[config.mk]
export PLATFORM = sky130hd
export DESIGN_NAME = pllds_regs
export DESIGN_NICKNAME = d
export VERILOG_FILES = /design/src/design/pllds_pkg.sv /design/src/design/pllds_cfg_if.sv /design/src/design/pllds_synth_apply.sv /design/src/design/pllds_regs.sv
export SDC_FILE = /design/constraint.sdc
export NUM_CORES = 1
export LEC_CHECK = 0
export BUFFER_PORTS_ARGS = -buffer_cell sky130_fd_sc_hd__buf_2
export CAP_MARGIN = 20
export CORE_ASPECT_RATIO = 1.1
export CORE_MARGIN = 1.5
export CORE_UTILIZATION = 40
export DETAILED_ROUTE_END_ITERATION = 10
export GPL_TIMING_DRIVEN = 0
export SYNTH_ARGS = -nofsm -noshare
export SYNTH_HDL_FRONTEND = slang
export SYNTH_SLANG_ARGS = --single-unit
[constraint.sdc]
create_clock -name i_core_clk -period 3.5 [get_ports i_core_clk]
set_input_delay 0.175 -clock i_core_clk [delete_from_list [all_inputs] [get_ports i_core_clk]]
set_output_delay 0.175 -clock i_core_clk [all_outputs]
set_load 0.02 [all_outputs]
[src/design/pllds_pkg.sv]
package pllds_pkg;

    // ------------------------------------------------------------
    // register offsets on the management bus
    // ------------------------------------------------------------
    localparam logic [7:0] PLLDS_OFS_PROG_EN   = 8'h0A;
    localparam logic [7:0] PLLDS_OFS_CPU_DIVHI = 8'h0B;
    localparam logic [7:0] PLLDS_OFS_CPU_FBLO  = 8'h0C;
    localparam logic [7:0] PLLDS_OFS_CPU_SPLO  = 8'h0D;
    localparam logic [7:0] PLLDS_OFS_CPU_SPHI  = 8'h0E;
    localparam logic [7:0] PLLDS_OFS_GFX_DIVHI = 8'h0F;
    localparam logic [7:0] PLLDS_OFS_GFX_FBLO  = 8'h10;

    // ------------------------------------------------------------
    // field positions
    // ------------------------------------------------------------
    localparam int PLLDS_POS_PROG_EN = 7;  // enable bit in its byte
    localparam int PLLDS_POS_FB8     = 7;  // feedback bit 8
    localparam int PLLDS_POS_FB9     = 6;  // feedback bit 9
    localparam int PLLDS_REF_MSB     = 5;  // reference divider 5:0
    localparam int PLLDS_SPHI_MSB    = 6;  // spread high byte 6:0

    // ------------------------------------------------------------
    // widths, offsets of the frequency formula
    // ------------------------------------------------------------
    localparam int PLLDS_FB_W  = 10;
    localparam int PLLDS_REF_W = 6;
    localparam int PLLDS_SP_W  = 15;
    localparam logic [10:0] PLLDS_FB_ADD  = 11'h008;
    localparam logic [6:0]  PLLDS_REF_ADD = 7'h02;

    // ------------------------------------------------------------
    // reset values and bus constants
    // ------------------------------------------------------------
    localparam logic        PLLDS_RST_PROG_EN = 1'h0;
    localparam logic [14:0] PLLDS_RST_SPREAD  = 15'h0000;
    // bus address of this device; value is arbitrary
    localparam logic [6:0]  PLLDS_DEV_ADDR    = 7'h2A;
    // count byte sent ahead of block read data
    localparam logic [7:0]  PLLDS_RD_COUNT    = 8'h07;
    localparam logic [3:0]  PLLDS_BITS_BYTE   = 4'h8;

    // power-up default table, one entry per frequency select value
    // entry layout: {feedback[9:0], reference[5:0]}; values arbitrary
    localparam logic [15:0] PLLDS_DEF_TABLE [8] = '{
        16'h1C0C, 16'h1C0C, 16'h3E8C, 16'h420C,
        16'h1B0C, 16'h250C, 16'h2F0C, 16'h390C};

    typedef enum logic [2:0] {
        PLLDS_ST_IDLE  = 3'b000,
        PLLDS_ST_ADDR  = 3'b001,
        PLLDS_ST_CMD   = 3'b010,
        PLLDS_ST_CNT   = 3'b011,
        PLLDS_ST_WDATA = 3'b100,
        PLLDS_ST_RDATA = 3'b101
    } pllds_state_t;

endpackage : pllds_pkg

[src/design/pllds_cfg_if.sv]
`timescale 1ns/100ps

// programmed divider fields passed to the apply stage
interface pllds_cfg_if;
    import pllds_pkg::*;
    logic [PLLDS_FB_W-1:0]  cpu_fb;
    logic [PLLDS_REF_W-1:0] cpu_ref;
    logic [PLLDS_FB_W-1:0]  gfx_fb;
    logic [PLLDS_REF_W-1:0] gfx_ref;
    logic [PLLDS_SP_W-1:0]  spread;
    logic                   prog_en;
    logic                   load_def;

    modport src  (output cpu_fb, cpu_ref, gfx_fb, gfx_ref, spread,
                  prog_en, load_def);
    modport sink (input  cpu_fb, cpu_ref, gfx_fb, gfx_ref, spread,
                  prog_en, load_def);
endinterface : pllds_cfg_if

[src/design/pllds_synth_apply.sv]
`timescale 1ns/100ps

module pllds_synth_apply
    import pllds_pkg::*;
(
    // clock and reset
    input  wire logic          i_core_clk,
    input  wire logic          i_resetn,
    // programmed fields
    pllds_cfg_if.sink          cfg,
    // applied synthesizer settings
    output logic [10:0]        o_cpu_mult,
    output logic [6:0]         o_cpu_div,
    output logic [10:0]        o_gfx_mult,
    output logic [6:0]         o_gfx_div,
    output logic [14:0]        o_cpu_spread
);

    // ------------------------------------------------------------
    // applied values
    // ------------------------------------------------------------

    // multiply by fb+8, divide by ref+2
    function automatic logic [10:0] fb_total(
        input logic [PLLDS_FB_W-1:0] fb);
        fb_total = {1'b0, fb} + PLLDS_FB_ADD;
    endfunction : fb_total

    function automatic logic [6:0] ref_total(
        input logic [PLLDS_REF_W-1:0] rd);
        ref_total = {1'b0, rd} + PLLDS_REF_ADD;
    endfunction : ref_total

    // apply only while enabled; power-up defaults always go through
    always_ff @(posedge i_core_clk)
    begin
        if (!i_resetn)
        begin
            o_cpu_mult   <= PLLDS_FB_ADD;
            o_cpu_div    <= PLLDS_REF_ADD;
            o_gfx_mult   <= PLLDS_FB_ADD;
            o_gfx_div    <= PLLDS_REF_ADD;
            o_cpu_spread <= PLLDS_RST_SPREAD;
        end
        else if (cfg.load_def || cfg.prog_en)
        begin
            o_cpu_mult   <= fb_total(cfg.cpu_fb);
            o_cpu_div    <= ref_total(cfg.cpu_ref);
            o_gfx_mult   <= fb_total(cfg.gfx_fb);
            o_gfx_div    <= ref_total(cfg.gfx_ref);
            o_cpu_spread <= cfg.spread;
        end
    end

endmodule : pllds_synth_apply

[src/design/pllds_regs.sv]
`timescale 1ns/100ps

module pllds_regs
    import pllds_pkg::*;
(
    // clock and reset
    input  wire logic        i_core_clk,
    input  wire logic        i_resetn,
    // frequency select straps
    input  wire logic [2:0]  i_freq_sel,
    // management bus pins
    input  wire logic        i_smb_clk,
    input  wire logic        i_smb_data,
    output logic             o_smb_data_out,
    output logic             o_smb_data_oe,
    // applied synthesizer settings
    output logic [10:0]      o_cpu_mult,
    output logic [6:0]       o_cpu_div,
    output logic [10:0]      o_gfx_mult,
    output logic [6:0]       o_gfx_div,
    output logic [14:0]      o_cpu_spread,
    output logic             o_prog_en
);

    pllds_cfg_if cfg ();

    // ------------------------------------------------------------
    // pin sampling and bus conditions
    // ------------------------------------------------------------
    logic scl_reg, scl_prev_reg, sda_reg, sda_prev_reg;

    always_ff @(posedge i_core_clk)
    begin
        if (!i_resetn)
        begin
            scl_reg      <= 1'b1;
            scl_prev_reg <= 1'b1;
            sda_reg      <= 1'b1;
            sda_prev_reg <= 1'b1;
        end
        else
        begin
            scl_reg      <= i_smb_clk;
            scl_prev_reg <= scl_reg;
            sda_reg      <= i_smb_data;
            sda_prev_reg <= sda_reg;
        end
    end

    // start and stop are data edges while the clock stays high
    logic scl_rise, scl_fall, bus_start, bus_stop;
    assign scl_rise  = scl_reg & ~scl_prev_reg;
    assign scl_fall  = ~scl_reg & scl_prev_reg;
    assign bus_start = scl_reg & scl_prev_reg & sda_prev_reg & ~sda_reg;
    assign bus_stop  = scl_reg & scl_prev_reg & ~sda_prev_reg & sda_reg;

    // ------------------------------------------------------------
    // register storage
    // ------------------------------------------------------------
    logic                   prog_en_reg;
    logic                   load_pend_reg;
    logic [PLLDS_FB_W-1:0]  cpu_fb_reg, gfx_fb_reg;
    logic [PLLDS_REF_W-1:0] cpu_ref_reg, gfx_ref_reg;
    logic [PLLDS_SP_W-1:0]  spread_reg;
    logic                   wr_stb;
    logic [7:0]             ptr_reg, shift_reg;

    // strap is caught one cycle after reset release, never under reset
    always_ff @(posedge i_core_clk)
    begin
        if (!i_resetn)
            load_pend_reg <= 1'b1;
        else
            load_pend_reg <= 1'b0;
    end

    always_ff @(posedge i_core_clk)
    begin
        if (!i_resetn)
            prog_en_reg <= PLLDS_RST_PROG_EN;
        else if (wr_stb && ptr_reg == PLLDS_OFS_PROG_EN)
            prog_en_reg <= shift_reg[PLLDS_POS_PROG_EN];
    end

    // divider fields: table load at power-up, then host writes
    always_ff @(posedge i_core_clk)
    begin
        if (!i_resetn)
        begin
            cpu_fb_reg  <= '0;
            cpu_ref_reg <= '0;
            gfx_fb_reg  <= '0;
            gfx_ref_reg <= '0;
        end
        else if (load_pend_reg)
        begin
            // defaults picked by the live select straps
            {cpu_fb_reg, cpu_ref_reg} <= PLLDS_DEF_TABLE[i_freq_sel];
            {gfx_fb_reg, gfx_ref_reg} <= PLLDS_DEF_TABLE[i_freq_sel];
        end
        else if (wr_stb)
        begin
            case (ptr_reg)
                PLLDS_OFS_CPU_DIVHI:
                begin
                    cpu_fb_reg[8] <= shift_reg[PLLDS_POS_FB8];
                    cpu_fb_reg[9] <= shift_reg[PLLDS_POS_FB9];
                    cpu_ref_reg   <= shift_reg[PLLDS_REF_MSB:0];
                end
                PLLDS_OFS_CPU_FBLO: cpu_fb_reg[7:0] <= shift_reg;
                PLLDS_OFS_GFX_DIVHI:
                begin
                    gfx_fb_reg[8] <= shift_reg[PLLDS_POS_FB8];
                    gfx_fb_reg[9] <= shift_reg[PLLDS_POS_FB9];
                    gfx_ref_reg   <= shift_reg[PLLDS_REF_MSB:0];
                end
                PLLDS_OFS_GFX_FBLO: gfx_fb_reg[7:0] <= shift_reg;
                default: ;
            endcase
        end
    end

    // spread amount over two bytes; codes are taken as given
    always_ff @(posedge i_core_clk)
    begin
        if (!i_resetn)
            spread_reg <= PLLDS_RST_SPREAD;
        else if (wr_stb && ptr_reg == PLLDS_OFS_CPU_SPLO)
            spread_reg[7:0] <= shift_reg;
        else if (wr_stb && ptr_reg == PLLDS_OFS_CPU_SPHI)
            spread_reg[14:8] <= shift_reg[PLLDS_SPHI_MSB:0];
    end

    // read back as stored, reserved and unmapped read zero
    function automatic logic [7:0] rd_byte(input logic [7:0] ofs);
        rd_byte = 8'h00;
        case (ofs)
            PLLDS_OFS_PROG_EN:   rd_byte[PLLDS_POS_PROG_EN] = prog_en_reg;
            PLLDS_OFS_CPU_DIVHI: rd_byte = {cpu_fb_reg[8], cpu_fb_reg[9],
                                            cpu_ref_reg};
            PLLDS_OFS_CPU_FBLO:  rd_byte = cpu_fb_reg[7:0];
            PLLDS_OFS_CPU_SPLO:  rd_byte = spread_reg[7:0];
            PLLDS_OFS_CPU_SPHI:  rd_byte = {1'b0, spread_reg[14:8]};
            PLLDS_OFS_GFX_DIVHI: rd_byte = {gfx_fb_reg[8], gfx_fb_reg[9],
                                            gfx_ref_reg};
            PLLDS_OFS_GFX_FBLO:  rd_byte = gfx_fb_reg[7:0];
            default:             rd_byte = 8'h00;
        endcase
    endfunction : rd_byte

    // ------------------------------------------------------------
    // management bus slave
    // ------------------------------------------------------------
    pllds_state_t state_reg;
    logic [3:0]   bit_cnt_reg;
    logic         ack_ph_reg;
    logic [7:0]   tx_reg;
    logic         byte_end;

    assign byte_end = scl_fall & ~ack_ph_reg &
                      (bit_cnt_reg == PLLDS_BITS_BYTE);
    assign wr_stb   = byte_end & (state_reg == PLLDS_ST_WDATA);

    // byte framing, ack and read shifting; a block write is
    // command, count, data, and the count is not checked
    always_ff @(posedge i_core_clk)
    begin
        if (!i_resetn)
        begin
            state_reg     <= PLLDS_ST_IDLE;
            bit_cnt_reg   <= 4'h0;
            ack_ph_reg    <= 1'b0;
            shift_reg     <= 8'h00;
            tx_reg        <= 8'h00;
            ptr_reg       <= 8'h00;
            o_smb_data_oe <= 1'b0;
        end
        else if (bus_start)
        begin
            // pointer kept so a repeated start can read
            state_reg     <= PLLDS_ST_ADDR;
            bit_cnt_reg   <= 4'h0;
            ack_ph_reg    <= 1'b0;
            o_smb_data_oe <= 1'b0;
        end
        else if (bus_stop)
        begin
            state_reg     <= PLLDS_ST_IDLE;
            o_smb_data_oe <= 1'b0;
        end
        else if (state_reg == PLLDS_ST_IDLE)
            o_smb_data_oe <= 1'b0;
        else if (scl_rise)
        begin
            if (!ack_ph_reg)
            begin
                shift_reg   <= {shift_reg[6:0], sda_reg};
                bit_cnt_reg <= bit_cnt_reg + 4'h1;
            end
            else if (state_reg == PLLDS_ST_RDATA && !o_smb_data_oe)
            begin
                // host nack ends the read; ack fetches next byte;
                // our own address ack is skipped so the count goes first
                if (sda_reg)
                    state_reg <= PLLDS_ST_IDLE;
                else
                begin
                    tx_reg  <= rd_byte(ptr_reg);
                    ptr_reg <= ptr_reg + 8'h01;
                end
            end
        end
        else if (byte_end)
        begin
            bit_cnt_reg <= 4'h0;
            ack_ph_reg  <= 1'b1;
            o_smb_data_oe <= (state_reg != PLLDS_ST_RDATA);
            case (state_reg)
                PLLDS_ST_ADDR:
                begin
                    if (shift_reg[7:1] != PLLDS_DEV_ADDR)
                    begin
                        state_reg     <= PLLDS_ST_IDLE;
                        o_smb_data_oe <= 1'b0;
                    end
                    else if (shift_reg[0])
                    begin
                        state_reg <= PLLDS_ST_RDATA;
                        tx_reg    <= PLLDS_RD_COUNT;
                    end
                    else
                        state_reg <= PLLDS_ST_CMD;
                end
                PLLDS_ST_CMD:
                begin
                    ptr_reg   <= shift_reg;
                    state_reg <= PLLDS_ST_CNT;
                end
                PLLDS_ST_CNT:   state_reg <= PLLDS_ST_WDATA;
                PLLDS_ST_WDATA: ptr_reg   <= ptr_reg + 8'h01;
                default: ;
            endcase
        end
        else if (scl_fall && ack_ph_reg)
        begin
            // ack slot over: release, or drive first read bit
            ack_ph_reg    <= 1'b0;
            o_smb_data_oe <= (state_reg == PLLDS_ST_RDATA) & ~tx_reg[7];
        end
        else if (scl_fall && state_reg == PLLDS_ST_RDATA)
        begin
            tx_reg        <= {tx_reg[6:0], 1'b0};
            o_smb_data_oe <= ~tx_reg[6];
        end
    end

    // open drain: only ever pull low
    always_ff @(posedge i_core_clk)
    begin
        o_smb_data_out <= 1'b0;
    end

    always_ff @(posedge i_core_clk)
    begin
        if (!i_resetn)
            o_prog_en <= PLLDS_RST_PROG_EN;
        else
            o_prog_en <= prog_en_reg;
    end

    // ------------------------------------------------------------
    // apply stage
    // ------------------------------------------------------------
    assign cfg.cpu_fb   = cpu_fb_reg;
    assign cfg.cpu_ref  = cpu_ref_reg;
    assign cfg.gfx_fb   = gfx_fb_reg;
    assign cfg.gfx_ref  = gfx_ref_reg;
    assign cfg.spread   = spread_reg;
    assign cfg.prog_en  = prog_en_reg;
    logic def_apply_reg;

    // table values land one cycle after the strap capture
    assign cfg.load_def = def_apply_reg;

    always_ff @(posedge i_core_clk)
    begin
        if (!i_resetn)
            def_apply_reg <= 1'b0;
        else
            def_apply_reg <= load_pend_reg;
    end

    pllds_synth_apply u_apply (
        .i_core_clk   (i_core_clk),
        .i_resetn     (i_resetn),
        .cfg          (cfg.sink),
        .o_cpu_mult   (o_cpu_mult),
        .o_cpu_div    (o_cpu_div),
        .o_gfx_mult   (o_gfx_mult),
        .o_gfx_div    (o_gfx_div),
        .o_cpu_spread (o_cpu_spread)
    );

endmodule : pllds_regs

## After elaboration in Yosys (flattened, before gate mapping)

Memory sizes are Yosys's and may differ from the RTL's.
Index checks and enable logic that the tools add are counted.

| word-level totals | value |
|---|---|
| register bits after elaboration | 139 |
| memory bits (read-only) | 128 |
| input port bits | 7 |
| output and inout bits | 54 |
| word-level logic and storage cells | 184 |
| memories kept | 1 |

Memories:

| name | words | width | read ports | clocked after memory_dff | wr ports | RTL line | text |
|---|---|---|---|---|---|---|---|
| (name not given) | 8 | 16 | 1 | 0 | 0 | pllds_regs.sv:99 | `{gfx_fb_reg, gfx_ref_reg} <= PLLDS_DEF_TABLE[i_freq_sel];` |

| cells by class | value |
|---|---|
| add/sub/neg operators | 6 |
| magnitude comparators | 1 |
| eq/ne operators | 28 |
| multiplexer cells | 56 |
| bitwise logic cells | 25 |
| reductions and logical operators | 38 |

Operator list:

| operator | number |
|---|---|
| $mux 8 | 17 |
| $eq 8x4->1 const B | 6 |
| $pmux 7 s6 | 1 |
| $mux 10 | 4 |
| $mux 6 | 6 |
| $mux 16 | 2 |
| $add 10x4->11 const B | 2 |
| $mux 3 | 7 |
| $pmux 8 s2 | 1 |
| $ne 3x3->1 const B | 5 |
| $add 6x2->7 const B | 2 |
| $reduce_bool 2->1 | 7 |
| $not 1->1 | 13 |
| $mux 4 | 3 |
| $reduce_and 2->1 | 6 |
| $reduce_and 6->1 | 2 |
| $and 1x1->1 | 11 |
| $mux 1 | 11 |
| $reduce_and 11->1 | 1 |
| $pmux 3 s3 | 1 |
| $reduce_bool 3->1 | 3 |
| $add 8x1->8 const B | 1 |
| $eq 8x5->1 const B | 1 |
| $ne 4x1->1 const B | 2 |
| 26 further kinds | 39 |

## Logic depth before layout (Yosys ltp)

| depth | value |
|---|---|
| depth after elaboration | 9 |
| mapped depth | 9 |
| mapped depth without buffers | 7 |

## Modules after synthesis

A second synthesis with hierarchy kept.

| second synthesis, totals | value |
|---|---|
| cells, all modules | 780 |
| area total of the unflattened synthesis | 6648.9 sq um |

Modules (own cells, without submodules):

| module | instances | cells each | area an instance (sq um) | sequential area each (sq um) |
|---|---|---|---|---|
| pllds_regs | 1 | 534 | 4546.9 | 1761.7 |
| pllds_synth_apply | 1 | 246 | 2102.0 | 1021.0 |

## Worst setup path before layout

No wires, ideal clock.

| timing path | value |
|---|---|
| path type | register to register |
| start point | register bit_cnt_reg[0] |
| end point | register ptr_reg[1] |
| setup time | 0.135 ns |
| arrival | 1.729 ns |
| data required time | 3.365 ns |
| path slack | 1.636 ns |
| stages on the path, launching flop included | 9 |
| path buffers | 1 |
| period minus slack after synthesis | 1.864 ns |
| cell sequence | dfxtp_1 > inv_1 > ha_1 > and3b_1 > nand2_1 > or4_1 > buf_2 > a221oi_1 > a211oi_1 |

| between the ends | value |
|---|---|
| word-level cells in the longest chain between the ends | 4 |

Ends and longest elaborated chain:

| element | RTL line | text |
|---|---|---|
| start: declaration | pllds_regs.sv:155 | `logic [3:0] bit_cnt_reg;` |
| start signal: assignment | pllds_regs.sv:198 | `bit_cnt_reg <= bit_cnt_reg + 4'h1;` |
| $eq 4x4->1 | pllds_regs.sv:161 | `(bit_cnt_reg == PLLDS_BITS_BYTE);` |
| $and 1x1->1 | pllds_regs.sv:160 | `assign byte_end = scl_fall & ~ack_ph_reg &` |
| $reduce_bool 2->1 (no line) | - |  |
| $reduce_and 8->1 (no line) | - |  |
| end signal: assignment | pllds_regs.sv:209 | `ptr_reg <= ptr_reg + 8'h01;` |
| end signal: assignment | pllds_regs.sv:236 | `ptr_reg <= shift_reg;` |
| end signal: assignment | pllds_regs.sv:240 | `PLLDS_ST_WDATA: ptr_reg <= ptr_reg + 8'h01;` |
| end: declaration | pllds_regs.sv:66 | `logic [7:0] ptr_reg, shift_reg;` |

No other way between the ends.
A chain may end at the register's enable or synchronous reset.

## Worst setup path after layout

| timing path | value |
|---|---|
| start point | register ptr_reg[0] |
| end point | register tx_reg[6] |

| between the ends | value |
|---|---|
| word-level cells in the longest chain between the ends | 6 |
| elaborated cells between the ends (all ways) | 11 |
| those cells by class | 6 x eq/ne; 5 x mux |

Ends and longest elaborated chain:

| element | RTL line | text |
|---|---|---|
| $eq 8x5->1 or $eq 8x4->1 (tied branches) | pllds_regs.sv:137 | `case (ofs)` |
| $pmux 7 s6 * | pllds_regs.sv:137 |  |
| $mux 8 * | pllds_regs.sv:204 | `if (sda_reg)` |
| $mux 8 * | pllds_regs.sv:200 | `else if (state_reg == PLLDS_ST_RDATA && !o_smb_data_oe)` |
| $mux 8 * | pllds_regs.sv:195 | `if (!ack_ph_reg)` |
| $mux 8 * | pllds_regs.sv:193 | `else if (scl_rise)` |
| end signal: assignment | pllds_regs.sv:208 | `tx_reg <= rd_byte(ptr_reg);` |
| end signal: assignment | pllds_regs.sv:252 | `tx_reg <= {tx_reg[6:0], 1'b0};` |
| end: declaration | pllds_regs.sv:157 | `logic [7:0] tx_reg;` |

Every way passes the cells marked *; elsewhere a longest branch is shown, timed or not. The select of a mux whose other input is x is not followed.

==> results_dict.tcl <==
set metrics [dict create \
    status "finished, final reports clean" \
    cts_sinks 139 \
    crit_chain "inv_1, ha_1, clkbuf_1, a222oi_1, o21ai_0, o311ai_0, mux2i_1" \
    viasPerCell 5.560 \
    yosysSeqAreaShare_pct 41.91 \
    synth_compound_area_share_pct 18.15 \
    powerDensity_nw_per_um2 479.9 \
    num_io_pins 61 \
    clk_latency_ns 0.43 \
    nets 884 \
    numPortBuffers 58 \
    drcViolationCount 0 \
    ys_warn_count 0 \
    period_share_pct 66.92 \
    fin_skew_ns 0.01061 \
    yosysMostFrequentCell "dfxtp_1" \
    grt_max_degree 17 \
    cts_root_buf "clkbuf_16" \
    cp-end-kind "flop" \
    wl_um 19950 \
    setup_violations 0 \
    period_needed_ns 2.342 \
    pwr-share-comb_pct 6.5 \
    p_leak_nw 3.044 \
    worst_slew_pin_slew_ns 0.9392 \
    swShare_pct 25.39 \
    synth_cell_types 69 \
    max_stage_delay_ns 0.46 \
    crit_slowest_cell "a222oi_1" \
    ys_ff_latch 139 \
    synth_area_per_cell_um2 8.459 \
    syn-instance-count 785 \
    synth_fa_ha_area_share_pct 2.450 \
    cap_violations 0 \
    gr-total-overflow 0 \
    vias 6010 \
    layout-drive-gt1-share_pct 14.60 \
    pwr-share-clk_pct 49.6 \
    synthArstFlopShare_pct 0 \
    grt_pass1_wl_um 32060 \
    hold_viol_final 0 \
    synthesis.area_um2 6640 \
    power.switching_uw 952.3 \
    cts_tree "done" \
    slew_viol_final 0 \
    row_count 49 \
    ant_nets 0 \
    die_area_um2 17380 \
    synth-simple-area-share_pct 22.01 \
    start_kind "flop" \
    cts_buffers 17 \
    syn2layout_area_growth_pct 17.67 \
    cts_resized 0 \
    fmax_mhz 426.9 \
    start_util_pct 40.72 \
    routabilityCongestion 0.9212 \
    critical_path_arrival_ns 2.63 \
    h-tree-depth 4 \
    yosys.area.top_type "dfxtp_1" \
    die_x_um 125.8 \
    crit_path_max_fanout 9 \
    fin_tns_setup_ns 0 \
    max-clock-path-buffers 2 \
    wl_per_cell_um 18.46 \
    grt_pass1_vias 5674 \
    synthTopCellsByArea "dfxtp_1, mux2i_1, nand2_1" \
    syn_nets 805 \
    holdWs_ns 0.2397 \
    p_int_mw 2.798 \
    synth_top_family_by_area "simple AND/OR/NAND/NOR gates" \
    grt_usage_pct 23.61 \
    core_area_um2 16310 \
    relSlewSlack_pct 36.91 \
    synth_top_area_share_pct 41.91 \
    drtIter0Drc 573 \
    vdd_drop_max_mv 0.3197 \
    path_clk_slew_ns 0.06 \
    hold_class "in -> reg" \
    crit_family "compound AO/OA/AOI/OAI gates" \
    worst-path-buf-inv 2 \
    first_pass_iters 8 \
    synth_common_cells "dfxtp_1, nand2_1, nor2_1" \
    cp.required_ns 3.79 \
    antenna_found_initial 0 \
    ys.flop_type "dfxtp_1" \
    diodes 0 \
    synth_edf_count 0 \
    dp_hpwl_um 14290 \
    fp.dieH_um 138.1 \
    worstSetupPathType "reg -> reg" \
    synthMuxAreaShare_pct 7.594 \
    synth_xor_area_share_pct 2.506 \
    pwr-share-seq_pct 44.0 \
    rsz0062_at_grt "false" \
]
## path summary, 6_finish.rpt
kind / start / endpoint / slack [ns] / cells after the start
setup reg to reg: ptr_reg[0]$_SDFFE_PN0P_ / tx_reg[6]$_SDFFE_PN0P_ / 1.16 / 7
setup / recovery: ptr_reg[0]$_SDFFE_PN0P_ / tx_reg[6]$_SDFFE_PN0P_ / 1.16 / 7
hold / removal: i_freq_sel[1] / cfg.gfx_fb[7]$_SDFFE_PN0P_ / 0.24 / 4
hold reg to reg: u_apply.o_cpu_spread[0]$_SDFFE_PN0P_ / u_apply.o_cpu_spread[0]$_SDFFE_PN0P_ / 0.45 / 2
## worst min-delay path, stage by stage
cell and delay [ns]:
buf_2 0.14, nand2_1 0.06, a31o_2 0.17, mux2i_1 0.06
## cells by family after synthesis
kind of cell | after synthesis
simple gates | 301
compound gates | 183
flops | 139
buf+inv | 79
mux | 50
xor+xnor | 19
fa+ha+maj | 13
other cells | 1
## power by group through the flow
| stage | sequential [mW] | combinational [mW] | clock [mW] |
|---|---|---|---|
| floorplan | 1.69 | 0.144 | 0 |
| global placement | 1.68 | 0.239 | 0 |
| detailed placement | 1.68 | 0.238 | 0 |
| CTS | 1.65 | 0.241 | 1.88 |
| global route | 1.65 | 0.266 | 1.97 |
| finish | 1.65 | 0.242 | 1.86 |
## layer usage
layer / track usage (%) / share of wire [%] / vias up
met1: 32.53 / 47 / 2846
met5: 0 / 0 / -
li1: - / - / 2950
met3: 4.760 / 5.4 / 32
met4: 8.893 / 2.4 / 0
met2: 36.52 / 45 / 182
## per-stage QoR
step	total power, mW	setup slack, ns	cell area, um2	utilization (%)	std cells
after floorplan	1.835	1.636	6640	-	785
after global placement	1.923	1.204	7186	44.06	1047
after detailed placement	1.921	1.204	7186	44.06	1047
after CTS	3.771	1.174	7814	47.91	1081
after global routing	3.886	0.9174	7814	47.91	1081
final	3.750	1.158	7814	47.91	1081
## placed cells by master, fill, tap and decap left out, drive strengths merged, types with 13 or more instances in the layout
cell type / n
dfxtp: 139
nand2: 112
buf: 84
nor2: 78
a21oi: 74
clkbuf: 58
mux2i: 47
nand3: 31
o21ai: 26
a211oi: 19
inv: 19
and3: 13
ha: 13
## cell type report
cell class,instances,area (um2)
Buffer,65,301.5
Sequential cell,139,2783
Tap cell,204,255.2
Multi-Input combinational cell,567,3503
Clock inverter,13,155.1
Inverter,14,52.55
Clock buffer,19,452.9
Timing Repair Buffer,60,310.3
Fill cell,1651,8494
## repair_timing
item,in CTS,in global routing
setup buffers,0,0
hold buffers,2,0
endpoints found under the setup margin,0,0
hold endpoints to repair,2,0
(Power assumes the default switching activity.)
